$ cat src/include/aics_pkg.sv
// Purpose: constants for the add-on interrupt control and status block
// Assumes: one 32-bit register at a fixed add-on offset
// Notes: flag order below follows the bit order 16 upward
`default_nettype none

package aics_pkg;
  // register placement and reset value
  localparam logic [7:0] AICS_OFS_IRQ = 8'h38;
  localparam logic [31:0] AICS_IRQ_RESET = 32'h0000_0000;
  // field layout
  localparam logic [31:0] AICS_RW_MASK = 32'h0000_DF1F;
  localparam logic [31:0] AICS_FLAG_MASK = 32'h003F_0000;
  localparam logic [31:0] AICS_RSVD_MASK = 32'hFF40_20E0;
  localparam int AICS_BIT_SUMMARY = 23;
  localparam int AICS_FLAG_LSB = 16;
  localparam int AICS_FLAG_MSB = 21;
  localparam int AICS_BIT_EN_RD = 15;
  localparam int AICS_BIT_EN_WR = 14;
  localparam int AICS_BIT_EN_OMB = 12;
  localparam int AICS_OMB_SEL_LSB = 10;
  localparam int AICS_OMB_BYTE_LSB = 8;
  localparam int AICS_BIT_EN_IMB = 4;
  localparam int AICS_IMB_SEL_LSB = 2;
  localparam int AICS_IMB_BYTE_LSB = 0;
  // index of each latched flag inside the flag vector
  localparam int AICS_NUM_FLAGS = 6;
  localparam int AICS_FLG_IMB = 0;
  localparam int AICS_FLG_OMB = 1;
  localparam int AICS_FLG_WDONE = 2;
  localparam int AICS_FLG_RDONE = 3;
  localparam int AICS_FLG_BIST = 4;
  localparam int AICS_FLG_ABORT = 5;
  // mailbox geometry: four mailboxes of four bytes
  localparam int AICS_MBOX_BYTES = 16;

  typedef logic [AICS_NUM_FLAGS-1:0] aics_flags_type;
endpackage : aics_pkg

`default_nettype wire

$ cat src/logic/aics_mbox_pick.sv
// Purpose: picks one mailbox byte strobe out of sixteen
// Assumes: strobe bit 4*mailbox+byte, mailbox and byte zero based
// Notes: purely combinational, no state
`timescale 1ns/1ns
`default_nettype none

module aics_mbox_pick
  import aics_pkg::*;
(
  input wire logic [AICS_MBOX_BYTES-1:0] strobe,
  input wire logic [1:0] mbox_sel,
  input wire logic [1:0] byte_sel,
  output logic hit
);

  function automatic logic [3:0] byte_index(input logic [1:0] mb, input logic [1:0] bt);
    byte_index = {mb, bt};
  endfunction : byte_index

  always_comb begin
    hit = strobe[byte_index(mbox_sel, byte_sel)];
  end

endmodule : aics_mbox_pick

`default_nettype wire

$ cat src/logic/aics_sticky.sv
// Purpose: bank of latched event flags with one-to-clear
// Assumes: set and clear are one-cycle pulses on clk
// Notes: a set in the clearing cycle wins so no event is lost
`timescale 1ns/1ns
`default_nettype none

module aics_sticky
  import aics_pkg::*;
(
  input wire logic clk,
  input wire logic rst,
  input wire aics_flags_type set,
  input wire aics_flags_type clr,
  output aics_flags_type flags
);

  typedef struct packed {
    aics_flags_type flags;
  } aics_sticky_state_type;

  aics_sticky_state_type state_ff;
  aics_sticky_state_type nxt_state;

  always_comb begin
    nxt_state = state_ff;
    nxt_state.flags = (state_ff.flags & ~clr) | set;
  end

  always_ff @(posedge clk or posedge rst) begin
    if (rst) begin
      state_ff <= AICS_IRQ_RESET[AICS_FLAG_MSB:AICS_FLAG_LSB];
    end else begin
      state_ff <= nxt_state;
    end
  end

  assign flags = state_ff.flags;

  set_wins_a: assert property (@(posedge clk) disable iff (rst)
    (|set) |=> ((flags & $past(set)) == $past(set)))
    else $error("a flag set in a clearing cycle was lost");

endmodule : aics_sticky

`default_nettype wire

$ cat src/logic/aics_top.sv
// Purpose: add-on side interrupt control and status register
// Assumes: event inputs are one-cycle pulses from logic on clk
// Notes: the register answers only at its own word offset
// Notes on behaviour
// bit 23 reads OR of latched flags
// bit 21 latches on master or target abort
// writing one clears a flag, zero keeps
// bit 20 sets on self-test start, stays set until a write of one clears it
// bit 19 sets when read count hits zero
// bit 18 sets when write count hits zero
// bit 17 sets on selected outgoing byte read
// bit 16 sets on selected incoming byte write
// bit 15 enables read-count-zero interrupt
// bit 14 enables write-count-zero interrupt
// bit 12 enables outgoing mailbox interrupt
// bits 11:10 choose outgoing mailbox one to four
// bits 9:8 choose outgoing mailbox byte
// bit 4 enables incoming mailbox interrupt
// bits 3:2 choose incoming mailbox one to four
// bits 1:0 choose incoming mailbox byte
// reserved bits always read zero
// incoming from host, outgoing toward host
// interrupt pin active while bit 23 set
`timescale 1ns/1ns
`default_nettype none

module aics_top
  import aics_pkg::*;
(
  input wire logic clk,
  input wire logic rst,
  input wire logic addon_sel,
  input wire logic [5:2] addon_addr,
  input wire logic [3:0] addon_be,
  input wire logic addon_wr,
  input wire logic addon_rd,
  input wire logic [31:0] addon_wdata,
  output logic [31:0] addon_rdata,
  input wire logic [AICS_MBOX_BYTES-1:0] pci_imb_wr_byte,
  input wire logic [AICS_MBOX_BYTES-1:0] pci_omb_rd_byte,
  input wire logic pci_bist_start,
  input wire logic mst_rd_count_zero,
  input wire logic mst_wr_count_zero,
  input wire logic pci_master_abort,
  input wire logic pci_target_abort,
  output logic addon_irq_n
);

  typedef struct packed {
    logic [31:0] ctrl;
    logic [31:0] rdata;
  } aics_top_state_type;

  aics_top_state_type state_ff;
  aics_top_state_type nxt_state;

  aics_flags_type flags;
  aics_flags_type flag_set;
  aics_flags_type flag_clr;
  logic imb_hit;
  logic omb_hit;
  logic wr_hit;
  logic rd_any;
  logic rd_hit;
  logic summary;
  logic [31:0] lanes;
  logic [31:0] reg_value;

  // byte enables widen to a bit mask; narrow add-on writes touch only their lanes
  function automatic logic [31:0] lane_mask(input logic [3:0] be);
    lane_mask = {{8{be[3]}}, {8{be[2]}}, {8{be[1]}}, {8{be[0]}}};
  endfunction : lane_mask

  function automatic logic [31:0] place_flags(input aics_flags_type f, input logic s);
    logic [31:0] v;
    v = 32'h0000_0000;
    v[AICS_FLAG_MSB:AICS_FLAG_LSB] = f;
    v[AICS_BIT_SUMMARY] = s;
    place_flags = v;
  endfunction : place_flags

  // ---- bus decode
  assign wr_hit = addon_sel && addon_wr && (addon_addr == AICS_OFS_IRQ[5:2]);
  assign rd_any = addon_sel && addon_rd;
  assign rd_hit = rd_any && (addon_addr == AICS_OFS_IRQ[5:2]);
  assign lanes = lane_mask(addon_be);

  // ---- mailbox byte selection
  // incoming bytes are written by the host and read here; outgoing the reverse
  aics_mbox_pick u_imb_pick (
    .strobe(pci_imb_wr_byte),
    .mbox_sel(state_ff.ctrl[AICS_IMB_SEL_LSB+1:AICS_IMB_SEL_LSB]),
    .byte_sel(state_ff.ctrl[AICS_IMB_BYTE_LSB+1:AICS_IMB_BYTE_LSB]),
    .hit(imb_hit)
  );

  aics_mbox_pick u_omb_pick (
    .strobe(pci_omb_rd_byte),
    .mbox_sel(state_ff.ctrl[AICS_OMB_SEL_LSB+1:AICS_OMB_SEL_LSB]),
    .byte_sel(state_ff.ctrl[AICS_OMB_BYTE_LSB+1:AICS_OMB_BYTE_LSB]),
    .hit(omb_hit)
  );

  // ---- event sources
  // enables gate the latch itself, so a masked source never shows as a flag
  always_comb begin
    flag_set = '0;
    flag_set[AICS_FLG_IMB] = imb_hit && state_ff.ctrl[AICS_BIT_EN_IMB];
    flag_set[AICS_FLG_OMB] = omb_hit && state_ff.ctrl[AICS_BIT_EN_OMB];
    flag_set[AICS_FLG_WDONE] = mst_wr_count_zero && state_ff.ctrl[AICS_BIT_EN_WR];
    flag_set[AICS_FLG_RDONE] = mst_rd_count_zero && state_ff.ctrl[AICS_BIT_EN_RD];
    flag_set[AICS_FLG_BIST] = pci_bist_start;
    flag_set[AICS_FLG_ABORT] = pci_master_abort || pci_target_abort;
  end

  always_comb begin
    flag_clr = '0;
    if (wr_hit) begin
      flag_clr = addon_wdata[AICS_FLAG_MSB:AICS_FLAG_LSB] & lanes[AICS_FLAG_MSB:AICS_FLAG_LSB];
    end
  end

  aics_sticky u_flags (
    .clk(clk),
    .rst(rst),
    .set(flag_set),
    .clr(flag_clr),
    .flags(flags)
  );

  // ---- register image
  assign summary = |flags;
  assign reg_value = (state_ff.ctrl & AICS_RW_MASK) | place_flags(flags, summary);

  // ---- state update
  always_comb begin
    nxt_state = state_ff;
    if (wr_hit) begin
      nxt_state.ctrl = (state_ff.ctrl & ~(lanes & AICS_RW_MASK)) |
                       (addon_wdata & lanes & AICS_RW_MASK);
    end
    if (rd_any) begin
      // an unmapped read returns zero rather than stale data
      nxt_state.rdata = rd_hit ? reg_value : 32'h0000_0000;
    end
  end

  always_ff @(posedge clk or posedge rst) begin
    if (rst) begin
      state_ff.ctrl <= AICS_IRQ_RESET;
      state_ff.rdata <= AICS_IRQ_RESET;
    end else begin
      state_ff <= nxt_state;
    end
  end

  assign addon_rdata = state_ff.rdata;
  // a level made from flag flip-flops; it drops the cycle after the last clear
  assign addon_irq_n = ~summary;

  // ---- checks
  summary_or_a: assert property (@(posedge clk) disable iff (rst)
    reg_value[AICS_BIT_SUMMARY] == (reg_value[AICS_FLAG_MSB:AICS_FLAG_LSB] != '0))
    else $error("summary bit differs from OR of flags");

  summary_read_a: assert property (@(posedge clk) disable iff (rst)
    rd_hit && (flags != '0) |=> addon_rdata[AICS_BIT_SUMMARY])
    else $error("summary bit read zero with a flag set");

  abort_set_a: assert property (@(posedge clk) disable iff (rst)
    (pci_master_abort || pci_target_abort) |=> flags[AICS_FLG_ABORT])
    else $error("abort did not latch");

  abort_hold_a: assert property (@(posedge clk) disable iff (rst)
    flags[AICS_FLG_ABORT] && !wr_hit |=> flags[AICS_FLG_ABORT])
    else $error("abort flag dropped without a write");

  one_clear_a: assert property (@(posedge clk) disable iff (rst)
    wr_hit && addon_be[2] && addon_wdata[AICS_FLG_ABORT+AICS_FLAG_LSB] &&
    !flag_set[AICS_FLG_ABORT] |=> !flags[AICS_FLG_ABORT])
    else $error("write of one did not clear the abort flag");

  zero_keep_a: assert property (@(posedge clk) disable iff (rst)
    wr_hit && flags[AICS_FLG_IMB] && !addon_wdata[AICS_FLAG_LSB] |=> flags[AICS_FLG_IMB])
    else $error("write of zero changed a flag");

  lane_keep_a: assert property (@(posedge clk) disable iff (rst)
    wr_hit && !addon_be[2] && (flags != '0) |=> (flags != '0))
    else $error("write without its byte lane cleared flags");

  bist_set_a: assert property (@(posedge clk) disable iff (rst)
    pci_bist_start |=> flags[AICS_FLG_BIST])
    else $error("self-test flag did not set");

  bist_hold_a: assert property (@(posedge clk) disable iff (rst)
    flags[AICS_FLG_BIST] && !flag_clr[AICS_FLG_BIST] |=> flags[AICS_FLG_BIST])
    else $error("self-test flag dropped without its clear");

  rdone_set_a: assert property (@(posedge clk) disable iff (rst)
    mst_rd_count_zero && state_ff.ctrl[AICS_BIT_EN_RD] |=> flags[AICS_FLG_RDONE])
    else $error("read count zero did not latch");

  wdone_set_a: assert property (@(posedge clk) disable iff (rst)
    mst_wr_count_zero && state_ff.ctrl[AICS_BIT_EN_WR] |=> flags[AICS_FLG_WDONE])
    else $error("write count zero did not latch");

  omb_set_a: assert property (@(posedge clk) disable iff (rst)
    state_ff.ctrl[AICS_BIT_EN_OMB] &&
    pci_omb_rd_byte[state_ff.ctrl[AICS_OMB_SEL_LSB+1:AICS_OMB_BYTE_LSB]]
    |=> flags[AICS_FLG_OMB])
    else $error("selected outgoing byte read did not latch");

  imb_set_a: assert property (@(posedge clk) disable iff (rst)
    state_ff.ctrl[AICS_BIT_EN_IMB] &&
    pci_imb_wr_byte[state_ff.ctrl[AICS_IMB_SEL_LSB+1:AICS_IMB_BYTE_LSB]]
    |=> flags[AICS_FLG_IMB])
    else $error("selected incoming byte write did not latch");

  rd_gate_a: assert property (@(posedge clk) disable iff (rst)
    !state_ff.ctrl[AICS_BIT_EN_RD] && !flags[AICS_FLG_RDONE] |=> !flags[AICS_FLG_RDONE])
    else $error("masked read count zero latched");

  wr_gate_a: assert property (@(posedge clk) disable iff (rst)
    !state_ff.ctrl[AICS_BIT_EN_WR] && !flags[AICS_FLG_WDONE] |=> !flags[AICS_FLG_WDONE])
    else $error("masked write count zero latched");

  omb_gate_a: assert property (@(posedge clk) disable iff (rst)
    !state_ff.ctrl[AICS_BIT_EN_OMB] && !flags[AICS_FLG_OMB] |=> !flags[AICS_FLG_OMB])
    else $error("masked outgoing mailbox event latched");

  ctrl_write_a: assert property (@(posedge clk) disable iff (rst)
    wr_hit && (addon_be == 4'hF) |=> state_ff.ctrl == ($past(addon_wdata) & AICS_RW_MASK))
    else $error("control fields did not take the written value");

  imb_gate_a: assert property (@(posedge clk) disable iff (rst)
    !state_ff.ctrl[AICS_BIT_EN_IMB] && !flags[AICS_FLG_IMB] |=> !flags[AICS_FLG_IMB])
    else $error("masked incoming mailbox event latched");

  reserved_zero_a: assert property (@(posedge clk) disable iff (rst)
    (addon_rdata & AICS_RSVD_MASK) == 32'h0000_0000)
    else $error("reserved bit read as one");

  readback_a: assert property (@(posedge clk) disable iff (rst)
    rd_hit |=> addon_rdata == $past(reg_value))
    else $error("read data differs from register image");

  irq_level_a: assert property (@(posedge clk) disable iff (rst)
    addon_irq_n == !(flags != '0))
    else $error("interrupt pin disagrees with summary");

  irq_drop_a: assert property (@(posedge clk) disable iff (rst)
    wr_hit && ((addon_wdata & lanes & AICS_FLAG_MASK) == AICS_FLAG_MASK) &&
    (flag_set == '0) |=> addon_irq_n)
    else $error("interrupt stayed active after all flags cleared");

  // a flag may only drop through its own one-to-clear
  rdone_hold_a: assert property (@(posedge clk) disable iff (rst)
    flags[AICS_FLG_RDONE] && !flag_clr[AICS_FLG_RDONE] |=> flags[AICS_FLG_RDONE])
    else $error("read count flag dropped without its clear");

  wdone_hold_a: assert property (@(posedge clk) disable iff (rst)
    flags[AICS_FLG_WDONE] && !flag_clr[AICS_FLG_WDONE] |=> flags[AICS_FLG_WDONE])
    else $error("write count flag dropped without its clear");

  omb_hold_a: assert property (@(posedge clk) disable iff (rst)
    flags[AICS_FLG_OMB] && !flag_clr[AICS_FLG_OMB] |=> flags[AICS_FLG_OMB])
    else $error("outgoing mailbox flag dropped without its clear");

  imb_hold_a: assert property (@(posedge clk) disable iff (rst)
    flags[AICS_FLG_IMB] && !flag_clr[AICS_FLG_IMB] |=> flags[AICS_FLG_IMB])
    else $error("incoming mailbox flag dropped without its clear");

  // a flag may only rise through its own event
  abort_free_a: assert property (@(posedge clk) disable iff (rst)
    !flags[AICS_FLG_ABORT] && !pci_master_abort && !pci_target_abort
    |=> !flags[AICS_FLG_ABORT])
    else $error("abort flag set without an abort");

  bist_free_a: assert property (@(posedge clk) disable iff (rst)
    !flags[AICS_FLG_BIST] && !pci_bist_start |=> !flags[AICS_FLG_BIST])
    else $error("self-test flag set without a start");

  rdone_free_a: assert property (@(posedge clk) disable iff (rst)
    !flags[AICS_FLG_RDONE] && !mst_rd_count_zero |=> !flags[AICS_FLG_RDONE])
    else $error("read count flag set without its event");

  wdone_free_a: assert property (@(posedge clk) disable iff (rst)
    !flags[AICS_FLG_WDONE] && !mst_wr_count_zero |=> !flags[AICS_FLG_WDONE])
    else $error("write count flag set without its event");

  omb_other_a: assert property (@(posedge clk) disable iff (rst)
    !flags[AICS_FLG_OMB] &&
    !pci_omb_rd_byte[state_ff.ctrl[AICS_OMB_SEL_LSB+1:AICS_OMB_BYTE_LSB]]
    |=> !flags[AICS_FLG_OMB])
    else $error("unselected outgoing byte read latched");

  imb_other_a: assert property (@(posedge clk) disable iff (rst)
    !flags[AICS_FLG_IMB] &&
    !pci_imb_wr_byte[state_ff.ctrl[AICS_IMB_SEL_LSB+1:AICS_IMB_BYTE_LSB]]
    |=> !flags[AICS_FLG_IMB])
    else $error("unselected incoming byte write latched");

  // control fields take their lane of a register write
  omb_mbox_a: assert property (@(posedge clk) disable iff (rst)
    wr_hit && addon_be[1] |=>
    state_ff.ctrl[AICS_OMB_SEL_LSB +: 2] == $past(addon_wdata[AICS_OMB_SEL_LSB +: 2]))
    else $error("outgoing mailbox select not written");

  omb_byte_a: assert property (@(posedge clk) disable iff (rst)
    wr_hit && addon_be[1] |=>
    state_ff.ctrl[AICS_OMB_BYTE_LSB +: 2] == $past(addon_wdata[AICS_OMB_BYTE_LSB +: 2]))
    else $error("outgoing byte select not written");

  imb_mbox_a: assert property (@(posedge clk) disable iff (rst)
    wr_hit && addon_be[0] |=>
    state_ff.ctrl[AICS_IMB_SEL_LSB +: 2] == $past(addon_wdata[AICS_IMB_SEL_LSB +: 2]))
    else $error("incoming mailbox select not written");

  imb_byte_a: assert property (@(posedge clk) disable iff (rst)
    wr_hit && addon_be[0] |=>
    state_ff.ctrl[AICS_IMB_BYTE_LSB +: 2] == $past(addon_wdata[AICS_IMB_BYTE_LSB +: 2]))
    else $error("incoming byte select not written");

  rd_enable_a: assert property (@(posedge clk) disable iff (rst)
    wr_hit && addon_be[1] |=>
    state_ff.ctrl[AICS_BIT_EN_RD] == $past(addon_wdata[AICS_BIT_EN_RD]))
    else $error("read count enable not written");

  wr_enable_a: assert property (@(posedge clk) disable iff (rst)
    wr_hit && addon_be[1] |=>
    state_ff.ctrl[AICS_BIT_EN_WR] == $past(addon_wdata[AICS_BIT_EN_WR]))
    else $error("write count enable not written");

  omb_enable_a: assert property (@(posedge clk) disable iff (rst)
    wr_hit && addon_be[1] |=>
    state_ff.ctrl[AICS_BIT_EN_OMB] == $past(addon_wdata[AICS_BIT_EN_OMB]))
    else $error("outgoing mailbox enable not written");

  imb_enable_a: assert property (@(posedge clk) disable iff (rst)
    wr_hit && addon_be[0] |=>
    state_ff.ctrl[AICS_BIT_EN_IMB] == $past(addon_wdata[AICS_BIT_EN_IMB]))
    else $error("incoming mailbox enable not written");

  ctrl_keep_a: assert property (@(posedge clk) disable iff (rst)
    !wr_hit |=> $stable(state_ff.ctrl))
    else $error("control fields changed without a write");

  lane_ctrl_a: assert property (@(posedge clk) disable iff (rst)
    wr_hit && !addon_be[1] |=>
    state_ff.ctrl[AICS_BIT_EN_RD:AICS_OMB_BYTE_LSB] ==
    $past(state_ff.ctrl[AICS_BIT_EN_RD:AICS_OMB_BYTE_LSB]))
    else $error("control byte changed without its lane");

  rsvd_ctrl_a: assert property (@(posedge clk) disable iff (rst)
    (state_ff.ctrl & ~AICS_RW_MASK) == 32'h0000_0000)
    else $error("control register holds a reserved bit");

  rdata_hold_a: assert property (@(posedge clk) disable iff (rst)
    !rd_any |=> $stable(addon_rdata))
    else $error("read data changed without a read");

  unmapped_zero_a: assert property (@(posedge clk) disable iff (rst)
    rd_any && !rd_hit |=> addon_rdata == 32'h0000_0000)
    else $error("unmapped read returned nonzero data");

  irq_set_a: assert property (@(posedge clk) disable iff (rst)
    (flag_set != '0) |=> !addon_irq_n)
    else $error("interrupt not active after a latched event");

endmodule : aics_top

`default_nettype wire

$ cat config.mk
export PLATFORM = sky130hd
export DESIGN_NAME = aics_top
export DESIGN_NICKNAME = d
export VERILOG_FILES = /design/src/include/aics_pkg.sv /design/src/logic/aics_mbox_pick.sv /design/src/logic/aics_sticky.sv /design/src/logic/aics_top.sv
export SDC_FILE = /design/constraint.sdc
export NUM_CORES = 1
export LEC_CHECK = 0
export BUFFER_PORTS_ARGS = -buffer_cell sky130_fd_sc_hd__buf_4
export CORE_UTILIZATION = 42
export DETAILED_ROUTE_END_ITERATION = 10
export GPL_TIMING_DRIVEN = 0
export PLACE_DENSITY = 0.77
export SYNTH_ARGS = -nofsm -noshare
export SYNTH_HDL_FRONTEND = slang
export SYNTH_SLANG_ARGS = --single-unit
$ cat constraint.sdc
create_clock -name clk -period 1.8 [get_ports clk]
set_input_delay 0.09 -clock clk [delete_from_list [all_inputs] [get_ports clk]]
set_output_delay 0.09 -clock clk [all_outputs]
set_load 0.1 [all_outputs]
* Word level (Yosys, flattened, before mapping) *
Cells that the tools add are included.

storage, ports and cells
  register bits = 70
  output and inout bits = 33
  logic and storage cells = 32

cells by class
  $lt $le $gt $ge = 2
  equality and inequality tests = 1
  multiplexer cells = 6
  bitwise gates (word level) = 10
  reductions and logical operators = 10

operators by type and width
  operator            count
  $and 32x32->32      1
  $not 16->32         1
  $or 32x16->32       1
  $mux 24             1
  $or 16x24->24       1
  $and 16x16->16      1
  $and 6x6->6         2
  $lt 4x5->1 const B  2
  $bmux 1 s4          2
  $logic_and 1x1->1   8
  $mux 6              1
  $not 6->6           1
  $or 6x6->6          1
  $reduce_or 6->1     1
  $eq 4x4->1 const B  1
  $mux 1              2
  $logic_or 1x1->1    1
  $not 1->1           1

* Logic depth before layout (Yosys ltp) *
  word-level depth = 6
  mapped depth = 5
  depth with buffers taken out = 4

* By module *
A second synthesis with hierarchy kept.

unflattened totals
  cells, all modules = 136
  area total of the unflattened synthesis = 1913.1 µm²

by module, submodules not included
  module          instances  cells each  area an instance (µm²)  seq. area each (µm²)
  aics_top        1          103         1421.4                  775.7
  aics_mbox_pick  2          7           135.1                   0.0
  aics_sticky     1          19          221.5                   150.1

* Least setup slack after synthesis *
No wires, ideal clock.

  kind = flip-flop to flip-flop
  start = reg with a tool-made name
  end = reg u_flags.state_ff, in the netlist u_flags.flags[0]
  data arrival time = 1390 ps
  path slack = 284 ps
  cell stages (with the launch flop) = 5
  buffers on the path = 1
  clock period less this slack = 1516 ps
  path through = dfrtp_1 > buf_6 > mux4_1 > nand2b_1 > a221o_1

RTL lines
  item                    RTL line           RTL
  end signal: assignment  aics_sticky.sv:31  state_ff <= AICS_IRQ_RESET[AICS_FLAG_MSB:AICS_FLAG_LSB];
  end signal: assignment  aics_sticky.sv:33  state_ff <= nxt_state;
  end: declaration        aics_sticky.sv:21  aics_sticky_state_type state_ff;

==> flow_summary.toml <==
[sta]
tightestPinTransition_ns = 0.749
hold_viol = 37
tns_ns = 0
period_minus_slack_ns = 1.73
relSlewSlack = 0.500
min_period_over_period = 0.958
grt_setup_unrepaired = "no"
slew_viol_final = 0
holdWs_ns = -0.0578
skew_ns = 0.00174
setup_viol = 0
clock.fmax_mhz = 580

[grt]
globalRouteTotalUtil = 0.204
antenna_found_initial = 0
grt_start_max_net_pins = 38
overflow = 0
grt_pass1_vias = 1441
grt_pass1_wl_mm = 6.64

[clock_network]
cts_buffer_depth = 2
numCtsBuffers = 5
path_clk_slew_ns = 0.07
hold_buffers = 3
cts_resized = 0
post-cts-setup-buffer-count = 0
insertion_delay_ns = 0.29
cts_tree = "yes"
clock-sinks = 37
root_buffer = "clkbuf_8"
htreeDepth = 2

[power_and_ir_drop]
clkPwrFrac = 0.269
combPwrFrac = 0.273
internal-power_w = 0.00147
switching_share = 0.312
ir_worst_vdd_mv = 0.449
power.switching_w = 0.000663
powerDensity_mw_per_mm2 = 801
p_seq_frac = 0.458
leakage_nw = 1.37

[detailed_routing]
drt_iter0_markers = 68
postRouteAntennaNets = 0
via_per_inst = 5.05
firstDrtPassIters = 4
totalWireLength_mm = 4.38
drc = 0
wl_per_cell_um = 14.9
num_vias = 1485

[place]
portBuffers = 86
dp_hpwl_mm = 3.36
globalplace.congestion = 0.739
dpl_cell_area_mm2 = 0.00254

[setup_path]
reg2reg_slack_ns = 0.15
crit_start = "addon_addr[2]"
crit_type = "input pin to register"
crit_arrival_ns = 1.89
startpoint_type = "input pin"
reg2regPathDepth = 5
end_kind = "register"
worstPathMaxFanout = 6
worstReg2RegEnd = "u_flags.flags[0]"
required_ns = 1.97

[min_path]
hp-class = "input pin to async pin"

[logic_synthesis]
yosys.area_share.simple = 0.0819
avgSynthCellArea_um2 = 13.1
synthTopCellsByArea = "dfrtp_1 (52%), a22o_1 (9.8%), mux2_2 (8.2%)"
synth_top_area_share = 0.518
synth_area_mm2 = 0.00179
muxShareOfSynthArea = 0.186
synth_compound_area_frac = 0.134
synth_top_family_by_area = "multiplexers"
yosysUniqueCellTypes = 31
synth-seq-cells = 37
seq_area_frac_synth = 0.518
synth_adder_area_share = 0
yosysTopAreaCell = "dfrtp_1"
synth_xor_area_frac = 0
synthCells = 136
synth_warnings = 0

[die]
fp.dieArea_mm2 = 0.00452
initial_core_util = 0.443
core_mm2 = 0.00403
fp.dieW_um = 67.2
die-height_um = 67.2
ios = 115
rows = 23

[outcome]
failed_checks = "hold timing"
outcome = "finished with violations"

[cells_and_area]
nNetsFinal = 326
multi_input_area_um2 = 767
final_area_mm2 = 0.00266
diodes = 0
fillCellCount = 344
drive_above_1_share = 0.529
area_growth_pct = 48.7
regArea_um2 = 926

[flow_run]
maxCapViolations = 0
how the worst max path moves through the flow:
stage / to / slack (ns) / cells past startpoint
after CTS: u_flags.flags[5] / 0.09 / 7
after global routing: u_flags.flags[5] / 0.02 / 7
final: u_flags.flags[5] / 0.07 / 7
after detailed placement: u_flags.flags[0] / 0.22 / 5
after floorplan: u_flags.flags[0] / 0.28 / 4
after global placement: u_flags.flags[0] / 0.23 / 5
cell families (layout without fill, tap and decap cells):
group                  Yosys count  in the layout
other                            1             13
buffers and inverters           21            117
muxes                           23             23
and+or+nand+nor                 27             27
AOI/OAI and AO/OA               27             27
DFF                             37             37
worst max-delay path, cell delays in order:
cell and delay (ns):
buf_4 0.10, and4b_1 0.26, and4_1 0.19, clkbuf_1 0.30, nand2_1 0.10, a211o_1 0.30
dlygate4sd3_1 0.56
cell usage after synthesis:
| cell | instances |
|---|---|
| nor2_1 | 5 |
| o221ai_1 | 1 |
| and4_1 | 1 |
| a21o_1 | 1 |
| buf_2 | 3 |
| dfrtp_1 | 37 |
| nand3b_1 | 1 |
| buf_4 | 13 |
| a22o_1 | 20 |
| nand3_1 | 2 |
| a2111oi_0 | 1 |
| mux4_2 | 3 |
| a211o_1 | 1 |
| inv_1 | 2 |
| a21bo_2 | 1 |
| and2b_4 | 1 |
| nand2b_1 | 2 |
| clkbuf_1 | 2 |
| mux4_1 | 3 |
| a221o_1 | 1 |
| conb_1 | 1 |
| and4b_1 | 1 |
| a22o_2 | 1 |
| and3_1 | 2 |
| mux2_2 | 13 |
| nand4_1 | 1 |
| nand2_1 | 9 |
| nor4b_1 | 1 |
| nor3b_1 | 1 |
| buf_6 | 1 |
| mux2i_1 | 4 |
layout make-up:
type | count | share of cell area
plain buffers | 19 | 0.0495
clock buffers | 7 | 0.0325
inverters | 2 | 0.00283
multi-input cells | 90 | 0.289
flip-flops and latches | 37 | 0.349
well taps | 50 | 0.0236
repair buffers | 89 | 0.254
per-layer routing:
metal  routed length, um  part of all wire  GRT usage
met1                1720              0.39      0.245
met2                2260              0.52      0.336
met3                 341             0.078     0.0591
met4                  54             0.012     0.0957
met5                   0                 0          0
power groups by stage:
stage / sequential (W) / clock (W) / combinational, W
after global routing: 0.000985 / 0.000624 / 0.000615
after CTS: 0.000976 / 0.000588 / 0.000582
after detailed placement: 0.000992 / 0 / 0.000574
after global placement: 0.000986 / 0 / 0.000567
final: 0.000975 / 0.000573 / 0.000581
after floorplan: 0.00106 / 0 / 0.000328
cell usage in the layout (no fill, tap or decap), types with 4 or more instances in the layout:
master / instances
nand2_1: 9
mux2i_1: 4
clkbuf_8: 6
mux2_2: 13
buf_4: 99
dfrtp_1: 37
a22o_1: 20
nor2_1: 5
conb_1: 13
through the flow:
stage          worst slack, ns  cells  total power, W  utilization
6_report                0.0749    294         0.00213        0.659
3_3_place_gp             0.226    284         0.00155        0.630
4_1_cts                 0.0850    294         0.00215        0.659
2_1_floorplan            0.284    148         0.00138            -
3_5_place_dp             0.218    284         0.00157        0.630
5_1_grt                 0.0191    294         0.00222        0.659
Power figures use the tool's default switching activity.
